### config.mk
export PLATFORM = sky130hd
export DESIGN_NAME = intc_regs
export DESIGN_NICKNAME = d
export VERILOG_FILES = /design/src/core/intc_pkg.sv /design/src/core/intc_regs.sv /design/src/core/prio_select.sv
export SDC_FILE = /design/constraint.sdc
export NUM_CORES = 1
export LEC_CHECK = 0
export BUFFER_PORTS_ARGS = -buffer_cell sky130_fd_sc_hd__clkbuf_2
export CORE_ASPECT_RATIO = 0.7
export CORE_MARGIN = 5
export CORE_UTILIZATION = 38
export DETAILED_ROUTE_END_ITERATION = 10
export GPL_TIMING_DRIVEN = 0
export HOLD_SLACK_MARGIN = 0.06
export PLACE_DENSITY = 0.64
export SLEW_MARGIN = 15
export SYNTH_ARGS = -nofsm -noshare
export SYNTH_HDL_FRONTEND = slang
export SYNTH_SLANG_ARGS = --single-unit
### constraint.sdc
create_clock -name ref_clk -period 51.7 [get_ports ref_clk]
set_input_delay 2.585 -clock ref_clk [delete_from_list [all_inputs] [get_ports ref_clk]]
set_output_delay 2.585 -clock ref_clk [all_outputs]
set_load 0.05 [all_outputs]
### src/core/intc_pkg.sv
// Constants shared by the interrupt flag, enable and priority block
package intc_pkg;
  // ------------------------------------------------------------------
  // Sizes
  // ------------------------------------------------------------------
  localparam int NUM_SOURCES   = 32;
  localparam int NUM_PRIO_REGS = 8;
  localparam int ADDR_W        = 6;
  localparam int ID_W          = 5;

  // ------------------------------------------------------------------
  // Register offsets (byte addresses)
  // ------------------------------------------------------------------
  localparam logic [5:0] OFF_FLAGS    = 6'h00;
  localparam logic [5:0] OFF_ENABLE   = 6'h04;
  localparam logic [5:0] OFF_STATUS   = 6'h08;
  localparam logic [5:0] OFF_MASK     = 6'h0C;
  localparam logic [5:0] OFF_ACTIVE   = 6'h10;
  localparam logic [5:0] OFF_PRIO_LO  = 6'h20;
  localparam logic [5:0] OFF_PRIO_HI  = 6'h3C;

  // ------------------------------------------------------------------
  // Field layout of one priority byte
  // ------------------------------------------------------------------
  localparam int PRIO_LSB    = 2;
  localparam int PRIO_W      = 3;
  localparam int SUB_LSB     = 0;
  localparam int SUB_W       = 2;
  localparam logic [31:0] PRIO_IMPL_MASK = 32'h1F1F1F1F;

  // ------------------------------------------------------------------
  // Reset values
  // ------------------------------------------------------------------
  localparam logic [31:0] RESET_WORD = 32'h00000000;

  // ------------------------------------------------------------------
  // Status bits of the block's own interrupt
  // ------------------------------------------------------------------
  localparam int ST_REQ_RISE = 0;
  localparam int ST_SEL_CHG  = 1;
  localparam int ST_W        = 2;
endpackage

### src/core/intc_regs.sv
// Interrupt flag, enable and priority registers with winner selection
`timescale 1ns/100ps
`default_nettype none
module intc_regs (
  // Clock and reset
  input  wire logic        ref_clk,
  input  wire logic        reset,
  // Register port
  input  wire logic [5:0]  addr,
  input  wire logic [31:0] wdata,
  input  wire logic        wr,
  input  wire logic        rd,
  output logic [31:0]      rdata,
  // Peripheral request pulses
  input  wire logic [31:0] source_req,
  // Request to the core
  output logic             core_req,
  output logic [4:0]       core_id,
  output logic [2:0]       core_level,
  output logic             irq
);
  // ------------------------------------------------------------------
  // State
  // ------------------------------------------------------------------
  logic [31:0] pending_flag_bits;
  logic [31:0] source_enable_bits;
  logic [31:0] prio_mem [0:7];
  logic [1:0]  status;
  logic [1:0]  mask;
  logic [31:0] next_flags;
  logic [31:0] next_enable;
  logic [31:0] next_prio [0:7];
  logic [1:0]  next_status;
  logic [1:0]  next_mask;
  logic [31:0] next_rdata;
  logic        next_core_req;
  logic [4:0]  next_core_id;
  logic [2:0]  next_core_level;
  logic        next_irq;

  logic [31:0]  candidate;
  logic [159:0] level_key;
  logic         any_valid;
  logic [4:0]   winner_id;
  logic [4:0]   winner_key;

  // Decoded register strobes, one per written register group plus the status read; the active word has none
  logic         wr_flags;
  logic         wr_enable;
  logic         wr_mask;
  logic         wr_prio;
  logic         rd_status;

  // Priority field of one source, pulled from its byte
  function automatic logic [2:0] prio_of(input logic [31:0] word, input logic [1:0] lane);
    logic [7:0] b;
    b = word[lane*8 +: 8];
    prio_of = b[intc_pkg::PRIO_LSB +: intc_pkg::PRIO_W];
  endfunction

  // Sub-priority field of one source
  function automatic logic [1:0] sub_of(input logic [31:0] word, input logic [1:0] lane);
    logic [7:0] b;
    b = word[lane*8 +: 8];
    sub_of = b[intc_pkg::SUB_LSB +: intc_pkg::SUB_W];
  endfunction

  // True for the eight word-aligned priority addresses; shared by the
  // write and the read decoders so the two can never disagree
  function automatic logic is_prio_addr(input logic [5:0] a);
    is_prio_addr = (a >= intc_pkg::OFF_PRIO_LO) && (a <= intc_pkg::OFF_PRIO_HI)
                   && (a[1:0] == 2'h0);
  endfunction

  // ------------------------------------------------------------------
  // Candidate sources and their sort keys
  // ------------------------------------------------------------------
  always_comb begin
    for (int s = 0; s < intc_pkg::NUM_SOURCES; s++) begin
      level_key[s*5 +: 5] = {prio_of(prio_mem[s/4], 2'(s % 4)),
                             sub_of(prio_mem[s/4], 2'(s % 4))};
      candidate[s] = pending_flag_bits[s] && source_enable_bits[s]
                     && (prio_of(prio_mem[s/4], 2'(s % 4)) != 3'h0);
    end
  end

  prio_select u_select (
    .candidate  (candidate),
    .level_key  (level_key),
    .any_valid  (any_valid),
    .winner_id  (winner_id),
    .winner_key (winner_key)
  );

  // ------------------------------------------------------------------
  // Address decode
  // ------------------------------------------------------------------
  // One decode of each strobe; the write groups and the status clear read only
  // these, while the read mux decodes addr on its own
  always_comb begin
    wr_flags  = wr && (addr == intc_pkg::OFF_FLAGS);
    wr_enable = wr && (addr == intc_pkg::OFF_ENABLE);
    wr_mask   = wr && (addr == intc_pkg::OFF_MASK);
    wr_prio   = wr && is_prio_addr(addr);
    rd_status = rd && (addr == intc_pkg::OFF_STATUS);
  end

  // ------------------------------------------------------------------
  // Pending flags
  // ------------------------------------------------------------------
  // Hardware set beats a software write of zero in the same cycle, so a
  // request that lands while software clears its flag is never lost
  always_comb begin
    next_flags = pending_flag_bits;
    if (wr_flags) begin
      next_flags = wdata;
    end
    next_flags = next_flags | source_req;
  end

  // Flag word; a flag stays set until software writes it back to zero
  always_ff @(posedge ref_clk or posedge reset) begin
    if (reset) begin
      pending_flag_bits <= intc_pkg::RESET_WORD;
    end else begin
      pending_flag_bits <= next_flags;
    end
  end

  // ------------------------------------------------------------------
  // Source enables
  // ------------------------------------------------------------------
  // Plain read/write word; a cleared bit only hides its source, while
  // the flag keeps collecting requests
  always_comb begin
    next_enable = source_enable_bits;
    if (wr_enable) begin
      next_enable = wdata;
    end
  end

  // Enable word
  always_ff @(posedge ref_clk or posedge reset) begin
    if (reset) begin
      source_enable_bits <= intc_pkg::RESET_WORD;
    end else begin
      source_enable_bits <= next_enable;
    end
  end

  // ------------------------------------------------------------------
  // Priority words
  // ------------------------------------------------------------------
  // Only the five implemented bits of each byte are kept; the top three
  // are dropped on the way in, so a read can never see stale junk there
  always_comb begin
    for (int r = 0; r < intc_pkg::NUM_PRIO_REGS; r++) begin
      next_prio[r] = prio_mem[r];
    end
    if (wr_prio) begin
      next_prio[addr[4:2]] = wdata & intc_pkg::PRIO_IMPL_MASK;
    end
  end

  // Priority store, four sources per word
  always_ff @(posedge ref_clk or posedge reset) begin
    if (reset) begin
      for (int r = 0; r < intc_pkg::NUM_PRIO_REGS; r++) begin
        prio_mem[r] <= intc_pkg::RESET_WORD;
      end
    end else begin
      for (int r = 0; r < intc_pkg::NUM_PRIO_REGS; r++) begin
        prio_mem[r] <= next_prio[r];
      end
    end
  end

  // ------------------------------------------------------------------
  // Interrupt mask
  // ------------------------------------------------------------------
  // Only the two event bits exist; the rest of the write word is cut
  // on purpose and reads back as zero
  always_comb begin
    next_mask = mask;
    if (wr_mask) begin
      next_mask = wdata[intc_pkg::ST_W-1:0];
    end
  end

  // Mask bits
  always_ff @(posedge ref_clk or posedge reset) begin
    if (reset) begin
      mask <= 2'h0;
    end else begin
      mask <= next_mask;
    end
  end

  // ------------------------------------------------------------------
  // Read port
  // ------------------------------------------------------------------
  // Read mux; unmapped addresses and idle cycles read zero
  always_comb begin
    next_rdata = 32'h00000000;
    if (rd) begin
      unique case (addr)
        intc_pkg::OFF_FLAGS:  next_rdata = pending_flag_bits;
        intc_pkg::OFF_ENABLE: next_rdata = source_enable_bits;
        intc_pkg::OFF_STATUS: next_rdata = {30'h0, status};
        intc_pkg::OFF_MASK:   next_rdata = {30'h0, mask};
        intc_pkg::OFF_ACTIVE: next_rdata = {22'h0, core_level, core_req, 1'b0, core_id};
        default: begin
          if (is_prio_addr(addr)) begin
            next_rdata = prio_mem[addr[4:2]] & intc_pkg::PRIO_IMPL_MASK;
          end
        end
      endcase
    end
  end

  // Read data stands for exactly one cycle after the strobe, then
  // returns to zero, so a late sample cannot pass by accident
  always_ff @(posedge ref_clk or posedge reset) begin
    if (reset) begin
      rdata <= 32'h00000000;
    end else begin
      rdata <= next_rdata;
    end
  end

  // ------------------------------------------------------------------
  // Request to the core
  // ------------------------------------------------------------------
  // Idle outputs are forced to zero so the core never acts on a stale id
  always_comb begin
    next_core_req   = any_valid;
    next_core_id    = any_valid ? winner_id : 5'h00;
    next_core_level = any_valid ? winner_key[4:2] : 3'h0;
  end

  // Registered so the core sees a settled winner one edge after the
  // flag; costs a cycle of latency but keeps the long compare off the pins
  always_ff @(posedge ref_clk or posedge reset) begin
    if (reset) begin
      core_req   <= 1'b0;
      core_id    <= 5'h00;
      core_level <= 3'h0;
    end else begin
      core_req   <= next_core_req;
      core_id    <= next_core_id;
      core_level <= next_core_level;
    end
  end

  // ------------------------------------------------------------------
  // Sticky status and the block's own interrupt
  // ------------------------------------------------------------------
  // A read of the status word clears it; an event in the same cycle
  // still sets its bit, and only the next read reports it
  always_comb begin
    next_status = status;
    if (rd_status) begin
      next_status = 2'h0;
    end
    // Events set after the read clear so none is lost
    if (any_valid && !core_req) begin
      next_status[intc_pkg::ST_REQ_RISE] = 1'b1;
    end
    if (any_valid && core_req && winner_id != core_id) begin
      next_status[intc_pkg::ST_SEL_CHG] = 1'b1;
    end
    // Built from next values so irq rises with its status bit
    next_irq = |(next_status & next_mask);
  end

  // Status bits and the level interrupt
  always_ff @(posedge ref_clk or posedge reset) begin
    if (reset) begin
      status <= 2'h0;
      irq    <= 1'b0;
    end else begin
      status <= next_status;
      irq    <= next_irq;
    end
  end
endmodule // intc_regs
`default_nettype wire

### src/core/prio_select.sv
// Picks the winning source by priority then sub-priority
`timescale 1ns/100ps
`default_nettype none
module prio_select (
  // Candidate sources
  input  wire logic [31:0]  candidate,
  input  wire logic [159:0] level_key,
  // Winner
  output logic              any_valid,
  output logic [4:0]        winner_id,
  output logic [4:0]        winner_key
);
  int i;

  // Strictly greater keeps the lowest index among equal keys
  always_comb begin
    any_valid  = 1'b0;
    winner_id  = 5'h00;
    winner_key = 5'h00;
    for (i = 0; i < intc_pkg::NUM_SOURCES; i++) begin
      if (candidate[i] && (!any_valid || level_key[i*5 +: 5] > winner_key)) begin
        any_valid  = 1'b1;
        winner_id  = i[4:0];
        winner_key = level_key[i*5 +: 5];
      end
    end
  end
endmodule // prio_select
`default_nettype wire

== After elaboration in Yosys (flattened, before gate mapping) ==
Cells that the tools add are included.

* Flip-flop bits (word level): 366
* Input port bits: 74
* Output and inout port bits: 42
* Logic and storage cells: 375

* Magnitude comparators: 35
* Equal/unequal tests: 5
* Multiplexer cells: 111
* Bitwise gates (word level): 3
* Reductions and logical operators: 204

{| class="wikitable"
|+ Operator list
! cell !! count
|-
| $bwmux W256 || 1
|-
| $mux W5 || 49
|-
| $pmux W32 S5 || 1
|-
| $gt A5 B5 Y1 || 31
|-
| $logic_and A1 B1 Y1 || 106
|-
| $bmux W32 S3 || 1
|-
| $demux W32 S3 || 1
|-
| $mux W32 || 3
|-
| $reduce_bool A3 Y1 || 32
|-
| $mux W29 || 3
|-
| $mux W1 || 35
|-
| $logic_not A1 Y1 || 32
|-
| $mux W4 || 8
|-
| $or A32 B32 Y32 || 1
|-
| $logic_or A1 B1 Y1 || 31
|-
| $mux W3 || 5
|-
| $eq A6 B4 Y1 const B || 2
|-
| $mux W2 || 4
|-
| $eq A6 B3 Y1 const B || 1
|-
| $eq A6 B5 Y1 const B || 1
|-
| $ge A6 B6 Y1 const B || 1
|-
| $le A6 B6 Y1 const B || 1
|-
| $logic_not A6 Y1 || 1
|-
| $ne A5 B5 Y1 || 1
|-
| 6 further kinds || 6
|}

== Longest topological paths before layout ==
Gate-level depths: netlist (run 1).

* Word-level depth: 132
* Mapped depth: 339
* Depth with buffers taken out: 329

== Modules after synthesis ==
A second synthesis (run 1) with hierarchy kept.

* Cells, all modules: 2160
* Area total of the unflattened synthesis: 20791.2 um2

{| class="wikitable"
|+ By module, submodules not included
! module !! times used !! cells each !! area an instance (um2)
|-
| intc_regs || 1 || 879 || 12300.5
|-
| prio_select || 1 || 1281 || 8490.6
|}

== Least setup slack after synthesis (run 1) ==
Ideal clock, no wire load.

* Path kind: register to register
* Start: register pending_flag_bits[0]
* End: register irq
* Library setup time: 129 ps
* Data arrival time: 57028 ps
* Data required time: 51571 ps
* Path slack: -5457 ps
* Cell stages (with the launch flop): 315
* Period minus slack after synthesis: 57157 ps
* Path through: dfrtp_1 > and2_1 > o31a_1 > nand2_1 > ha_1 > nor2b_1 > o21ai_0 > a21oi_1 > o21bai_1 > mux2i_1 > inv_1 > ha_1 > a21oi_1 > a21o_1 > a211o_1 > nand2_1 > mux2i_1 > ha_1 > [279 not listed] > o22ai_1 > a21oi_1 > clkbuf_1 > mux2_2 > ha_1 > nor2b_1 > o21a_1 > o21a_1 > o21ai_0 > inv_1 > o22ai_1 > a21oi_1 > or2_2 > nor2_1 > o211ai_1 > xor2_1 > a211oi_2 > a21oi_1

* Word-level cells in the longest chain between the ends: 132

{| class="wikitable"
|+ RTL lines
! element !! line !! RTL
|-
| start, declared || intc_regs.sv:25 || <nowiki>logic [31:0] pending_flag_bits;</nowiki>
|-
| start signal, assigned || intc_regs.sv:124 || <nowiki>pending_flag_bits <= intc_pkg::RESET_WORD;</nowiki>
|-
| start signal, assigned || intc_regs.sv:126 || <nowiki>pending_flag_bits <= next_flags;</nowiki>
|-
| $logic_and A1 B1 Y1 (*) || intc_regs.sv:82 || <nowiki>candidate[s] = pending_flag_bits[s] && source_enable_bits[s]</nowiki>
|-
| $logic_and A1 B1 Y1 (*) || intc_regs.sv:83 || <nowiki>&& (prio_of(prio_mem[s/4], 2'(s % 4)) != 3'h0);</nowiki>
|-
| $mux W5 / $mux W1 (equally long branches) || prio_select.sv:21 || <nowiki>if (candidate[i] && (!any_valid || level_key[i*5 +: 5] > winner_key)) begin</nowiki>
|-
| $gt A5 B5 Y1 / $logic_not A1 Y1 (equally long branches) || prio_select.sv:21 ||
|-
| $logic_or A1 B1 Y1 || prio_select.sv:21 ||
|-
| $logic_and A1 B1 Y1 || prio_select.sv:21 ||
|-
| $mux W5 / $mux W1 (equally long branches) || prio_select.sv:21 ||
|-
| $gt A5 B5 Y1 / $logic_not A1 Y1 (equally long branches) || prio_select.sv:21 ||
|-
| [117 not listed] || n/a ||
|-
| $logic_and A1 B1 Y1 || prio_select.sv:21 ||
|-
| $mux W5 / $mux W1 (equally long branches) || prio_select.sv:21 ||
|-
| $ne A5 B5 Y1 / $logic_and A1 B1 Y1 (equally long branches) || intc_regs.sv:269 || <nowiki>if (any_valid && core_req && winner_id != core_id) begin</nowiki>
|-
| $logic_and A1 B1 Y1 || intc_regs.sv:269 ||
|-
| $mux W1 || intc_regs.sv:269 ||
|-
| $and A2 B2 Y2 (*) || intc_regs.sv:273 || <nowiki>next_irq = |(next_status & next_mask);</nowiki>
|-
| $reduce_or A2 Y1 (*) || intc_regs.sv:273 ||
|-
| via next_irq || intc_regs.sv:39 || <nowiki>logic next_irq;</nowiki>
|-
| end signal, assigned || intc_regs.sv:283 || <nowiki>irq <= next_irq;</nowiki>
|-
| end, declared || intc_regs.sv:20 || <nowiki>output logic irq</nowiki>
|}

The timed path passes the listed nets; every way through them passes the cells marked *.
A chain may end at the register's enable or synchronous reset.

== Final worst setup path (run 1) ==
Same ends and word-level chain as after synthesis.

==> results of run 1 <==
==> synth_stat cells (14+ instances only) <==
| cell type | instances |
|---|---|
| dfrtp_1 | 270 |
| mux2_2 | 215 |
| nand2_1 | 185 |
| inv_1 | 161 |
| ha_1 | 132 |
| nor2_1 | 132 |
| o21ai_0 | 110 |
| a21oi_1 | 107 |
| clkbuf_1 | 82 |
| mux2i_1 | 58 |
| and3_1 | 57 |
| nand3_1 | 54 |
| a211o_1 | 44 |
| mux4_2 | 40 |
| nor3_1 | 38 |
| a22oi_1 | 26 |
| nand4_1 | 23 |
| a211oi_1 | 21 |
| a21o_1 | 21 |
| o211ai_1 | 21 |
| o311ai_0 | 21 |
| a31oi_1 | 20 |
| nand2b_1 | 20 |
| o21a_1 | 20 |
| or3_1 | 20 |
| nor2b_1 | 19 |
| o22ai_1 | 18 |
| and2_1 | 14 |
==> through the flow <==
step | setup TNS (ps) | hold slack (ps) | worst slack, ps | util [%]
floorplan | 0 | 467 | 21.0 | -
global placement | -55700 | 501 | -6190 | 42.3
detailed placement | -67270 | 509 | -7310 | 42.5
CTS | -13590 | 524 | -1820 | 50.9
global route | -54510 | 540 | -5910 | 51.5
finish | -28600 | 534 | -3280 | 51.5
==> worst paths after layout <==
check                                   endpoint  depth (start not counted)
setup / recovery                             irq                        323
hold / removal             pending_flag_bits[28]                          1
setup reg to reg                             irq                        323
hold reg to reg            pending_flag_bits[28]                          1
max in group asynchronous           level_key[0]                          3
min in group asynchronous              rdata[30]                          2
==> layout make-up <==
type / instances / area share, %
Multi-Input combinational cell: 1671 / 55.0
Sequential cell: 270 / 23.9
Timing Repair Buffer: 416 / 10.4
Tap cell: 740 / 3.27
Clock buffer: 37 / 2.78
Inverter: 161 / 2.23
Buffer: 104 / 1.71
Clock inverter: 17 / 0.580
Antenna cell: 5 / 0.0443
==> registers in the layout, summed over array words and instances (netlist names) <==
register            count
status                  2
source_enable_bits     32
core_req                1
pending_flag_bits      32
mask                    2
level_key             160
irq                     1
rdata                  32
core_id                 5
core_level              3
==> metal layers <==
layer / GRT usage (%) / vias up
li1: - / 9172
met1: 40.6 / 10500
met2: 41.4 / 1303
met3: 12.3 / 158
met4: 6.40 / 6
met5: 1.46 / -
==> power groups by stage <==
stage	clock network [uW]	registers (uW)	logic, uW
after floorplan	0	275	900
after global placement	0	285	1120
after detailed placement	0	286	1150
after CTS	216	284	1550
after global routing	226	290	1770
final	216	289	1660
==> logic make-up after synthesis <==
kind of cell,count (synthesis),synth area share [%]
compound gates,578,20.2
xor+xnor,14,0.586
fa+ha+maj,133,7.94
buf+inv,267,4.88
flops,270,32.3
mux,325,19.4
simple gates,619,14.6
==> timing repair <==
action / 4_1_cts / 5_1_grt
setup buffers: 298 / 18
endpoints found under the setup margin: 10 / 10
gates resized for setup: 296 / 39
pin swaps: 196 / 51
cloned: 4 / 0
endpoints found under the hold margin: 0 / 0
==> results.py, run 1 <==
metrics = {
    "sta": {
        "final.min_clock_period_ps": 54980,
        "rsz0062_at_grt": "true",
        "layout_setup_ws_ps": -3280,
        "slew_violations": 0,
        "max_slew_margin_pct": 17.6,
        "final_hold_viol_count": 0,
        "min_period_over_period_pct": 106,
        "finalSetupViolCount": 10,
        "tightestPinTransition_ps": 1240,
        "maxClockFrequency_mhz": 18.2,
        "clock_skew_ps": 32.9,
    },
    "min_path": {
        "hold_path.class": "reg -> reg",
        "hp-start": "pending_flag_bits[28]",
    },
    "power_and_ir_drop": {
        "p_total_uw": 2160,
        "power_frac_comb_pct": 76.6,
        "p_leak_uw": 0.0124,
        "vdd.ir_drop.worst_uv": 53.5,
        "internal_power_uw": 1150,
        "seq_power_share_pct": 13.4,
        "swShare_pct": 46.9,
        "clockPowerShare_pct": 10.0,
        "p_per_area_nw_per_um2": 76.4,
        "power.switching_uw": 1010,
    },
    "synth": {
        "yosysSeqAreaShare_pct": 32.3,
        "syn-cell-area_um2": 20900,
        "async_reset_ff_share_pct": 100,
        "yosysUniqueCellTypes": 114,
        "synthCells": 2206,
        "yosysTopAreaCell": "dfrtp_1",
        "avgSynthCellArea_um2": 9.49,
        "syn-num-nets": 2412,
        "yosysTopAreaCellShare_pct": 32.3,
        "synth-edff-count": 0,
        "ys.flop_type": "dfrtp_1",
        "ys_top_cells_by_area": "dfrtp_1 (32%), mux2_2 (12%), ha_1 (7.9%), mux4_2 (4.3%), nand2_1 (3.3%)",
        "yosysWarningCount": 0,
        "synth_seq_cells": 270,
    },
    "drt": {
        "vias": 21100,
        "drt_iter0_drc": 2548,
        "drc": 0,
        "highest_layer": "met5",
        "drt_wl_total_mm": 90.4,
        "met3_length_mm": 13.0,
        "wl_per_cell_um": 26.4,
        "dr.pass1.iters": 8,
        "ant_nets": 0,
        "met1Wirelength_mm": 38.6,
        "viasPerCell": 6.18,
        "met2WireLength_mm": 36.2,
    },
    "placed_design": {
        "placement.io_buffers": 95,
        "place_area_um2": 23300,
        "gp_routability_congestion": 0.967,
        "dpl.hpwl_mm": 64.6,
        "numPlacedInstances": 3044,
    },
    "floorplan": {
        "start_util_pct": 38.1,
        "die_w_um": 291,
        "core.rowCount": 72,
        "die-area_um2": 59900,
        "die_y_um": 206,
        "io_pins": 116,
        "core_area_um2": 54900,
    },
    "worst_setup_path": {
        "critPathBufInv": 50,
        "cp_top_family": "compound AO/OA/AOI/OAI gates",
        "r2r_start": "pending_flag_bits[0]",
        "critPathArrivalTime_ps": 55420,
        "timing.critical_path.mode_cell": "ha_4",
        "ff2ff_setup_slack_ps": -3280,
        "worstSetupStartpointType": "register",
        "end_kind": "register",
        "cp_max_fo": 8,
        "crit_required_ps": 52140,
        "slowest_stage": "or4_4",
        "critPathLaunch": "pending_flag_bits[0]",
        "worstSetupPathType": "reg -> reg",
        "slowest_delay_ps": 560,
    },
    "status": {
        "violations": "setup timing",
        "status": "finished, violations left",
    },
    "cells_and_area": {
        "multi_input_area_um2": 15600,
        "fin_cells": 3421,
        "areaGrowthSynthToFinish_pct": 35.1,
        "drive_above_1_share_pct": 42.5,
        "layout_common_cells": "buf_4 (307), dfrtp_1 (265), mux2_2 (188)",
        "mostFrequentLayoutCell": "buf_4",
        "fin_area_um2": 28300,
        "layout.nets": 2859,
        "seqCellArea_um2": 6760,
        "fill_cells": 4798,
    },
    "grt": {
        "grt_max_degree": 107,
        "antenna_found_initial": 6,
        "grtUsageTotal_pct": 28.9,
        "grt_pass1_wl_mm": 133,
        "grt_overflow": 0,
        "grt_pass1_vias": 20800,
    },
    "flow_run": {
        "drv_cap": 0,
    },
    "cts": {
        "clock_latency_ps": 600,
        "htreeDepth": 1,
        "hold_buffers": 0,
        "cts_root_buffer": "clkbuf_16",
        "cts_sinks": 270,
        "tritoncts": "built",
        "cts.clk_slew.worst_paths_ps": 70,
        "clock_path_buffers": 3,
        "cts_buffers": 29,
    },
}
Power figures use the tool's default switching activity.
==> run 2, diff against run 1 <==
--- a/config.mk
+++ b/config.mk
@@ -6,13 +6,15 @@
 export NUM_CORES = 1
 export LEC_CHECK = 0
 export BUFFER_PORTS_ARGS = -buffer_cell sky130_fd_sc_hd__clkbuf_2
+export CELL_PAD_IN_SITES_DETAIL_PLACEMENT = 0
+export CELL_PAD_IN_SITES_GLOBAL_PLACEMENT = 1
 export CORE_ASPECT_RATIO = 0.7
 export CORE_MARGIN = 5
 export CORE_UTILIZATION = 38
 export DETAILED_ROUTE_END_ITERATION = 10
 export GPL_TIMING_DRIVEN = 0
 export HOLD_SLACK_MARGIN = 0.06
-export PLACE_DENSITY = 0.64
+export PLACE_DENSITY = 0.76
 export SLEW_MARGIN = 15
 export SYNTH_ARGS = -nofsm -noshare
 export SYNTH_HDL_FRONTEND = slang
==> results.py, run 2 (synthesis gave the netlist of run 1 again) <==
metrics = {
    "floorplan": {
        "core.rowCount": 72,
        "die_w_um": 291,
        "die_y_um": 206,
        "start_util_pct": 38.1,
        "die-area_um2": 59900,
        "io_pins": 116,
        "core_area_um2": 54900,
    },
    "worst_setup_path": {
        "worstSetupPathType": "reg -> reg",
        "end_kind": "register",
        "crit_required_ps": 52160,
        "slowest_stage": "a311oi_4",
        "reg2reg_depth": 321,
        "timing.critical_path.mode_cell": "ha_4",
        "slowest_delay_ps": 510,
        "ff2ff_setup_slack_ps": -2950,
        "r2r-end": "irq",
        "cp_max_fo": 8,
        "critPathArrivalTime_ps": 55110,
        "worstSetupStartpointType": "register",
        "r2r_start": "level_key[3]",
    },
    "sta": {
        "min_period_over_period_pct": 106,
        "maxClockFrequency_mhz": 18.3,
        "final_hold_viol_count": 0,
        "max_slew_margin_pct": 8.23,
        "tightestPinTransition_ps": 1360,
        "layout_setup_ws_ps": -2950,
        "slew_violations": 0,
        "final.min_clock_period_ps": 54650,
        "finalSetupViolCount": 10,
        "clock_skew_ps": 16.8,
        "setup_tns_ps": -24930,
        "rsz0062_at_grt": "true",
        "timing.hold.ws_ps": 529,
    },
    "min_path": {
        "hold_path.class": "reg -> reg",
        "holdPathStages": 1,
        "min_to": "source_enable_bits[20]",
        "hp-start": "source_enable_bits[20]",
    },
    "drt": {
        "dr.pass1.iters": 6,
        "drt_iter0_drc": 2262,
        "wl_per_cell_um": 26.3,
        "ant_nets": 0,
        "vias": 21100,
        "viasPerCell": 6.15,
        "drc": 0,
        "drt_wl_total_mm": 90.1,
    },
    "grt": {
        "grt_max_degree": 109,
        "grt_pass1_vias": 20400,
        "grt_overflow": 0,
        "grtUsageTotal_pct": 28.7,
        "antenna_found_initial": 4,
        "grt_pass1_wl_mm": 132,
    },
    "status": {
        "violations": "setup timing",
        "status": "finished, violations left",
    },
    "cts": {
        "clock_path_buffers": 3,
        "tritoncts": "built",
        "clock_latency_ps": 590,
        "cts_buffers": 31,
        "hold_buffers": 0,
        "cts_sinks": 270,
        "htreeDepth": 1,
        "cts_root_buffer": "clkbuf_16",
        "cts.clk_slew.worst_paths_ps": 60,
    },
    "power_and_ir_drop": {
        "vdd.ir_drop.worst_uv": 58.4,
        "p_per_area_nw_per_um2": 78.4,
        "p_leak_uw": 0.0125,
    },
    "cells_and_area": {
        "post-route-util_pct": 52.4,
        "fill_cells": 4815,
        "drive_above_1_share_pct": 44.3,
        "fin_area_um2": 28800,
        "seqCellArea_um2": 6760,
        "multi_input_area_um2": 15900,
        "areaGrowthSynthToFinish_pct": 37.5,
        "largest_reg_flops": 160,
        "layout_common_cells": "buf_4 (300), dfrtp_1 (265), mux2_2 (189)",
        "mostFrequentLayoutCell": "buf_4",
        "layout.nets": 2867,
    },
    "placed_design": {
        "dpl_worst_slack_ps": -7270,
        "gp_routability_congestion": 0.956,
        "place_area_um2": 23300,
        "dpl.hpwl_mm": 65.4,
        "placement.io_buffers": 95,
    },
    "flow_run": {
        "drv_cap": 0,
    },
}
## run 2: worst max path at each step
stage	startpoint	depth (start not counted)	endpoint
2_1_floorplan	pending_flag_bits[0]	320	irq
3_3_place_gp	pending_flag_bits[0]	318	irq
3_5_place_dp	pending_flag_bits[0]	317	irq
4_1_cts	pending_flag_bits[0]	317	irq
5_1_grt	level_key[3]	314	status[1]
6_report	level_key[3]	321	irq
## run 2: metrics by stage
step,power (uW),cells
6_report,2260,3424
4_1_cts,2050,3367
2_1_floorplan,1180,2206
3_3_place_gp,1420,3041
5_1_grt,2400,3421
3_5_place_dp,1440,3043
## run 2: power breakdown
group	internal, uW	switching (uW)	total (uW)
Combinational	851	899	1750
Clock	122	95.4	217
Sequential	238	52.2	290
## run 2: what timing repair did
item                                    CTS  global route
resized for setup                       270           168
gates cloned                              4             0
setup buffers                           269            58
pin swaps                               203           195
endpoints found under the setup margin   10            10
## run 2: critical path: cells and delay by family, from the launching register on
kind / cells / cell delay [ps]
XOR/XNOR: 1 / 200
AND/OR/NAND/NOR: 90 / 12850
multiplexers: 30 / 8090
buffers and inverters: 60 / 6610
adder cells (fa/ha/maj): 31 / 7370
AO/OA/AOI/OAI: 109 / 18890
flip-flops: 1 / 440
## run 2: final cells by class
| type | count | area share (%) |
|---|---|---|
| sequential | 270 | 23.5 |
| timing repair buffer | 422 | 10.7 |
| multi-input combinational | 1671 | 55.4 |
| inverter | 161 | 2.24 |
| clock buffer | 45 | 3.05 |
| antenna | 3 | 0.0261 |
| clock inverter | 8 | 0.257 |
| buffer | 104 | 1.68 |
| tap | 740 | 3.22 |
## run 2: layer usage
metal	share of wire (%)	vias to the layer above	track usage (%)
li1	-	9204	-
met1	46	10600	43.7
met2	40	1130	40.8
met3	12	138	7.91
met4	2.3	4	5.58
met5	0.022	-	0
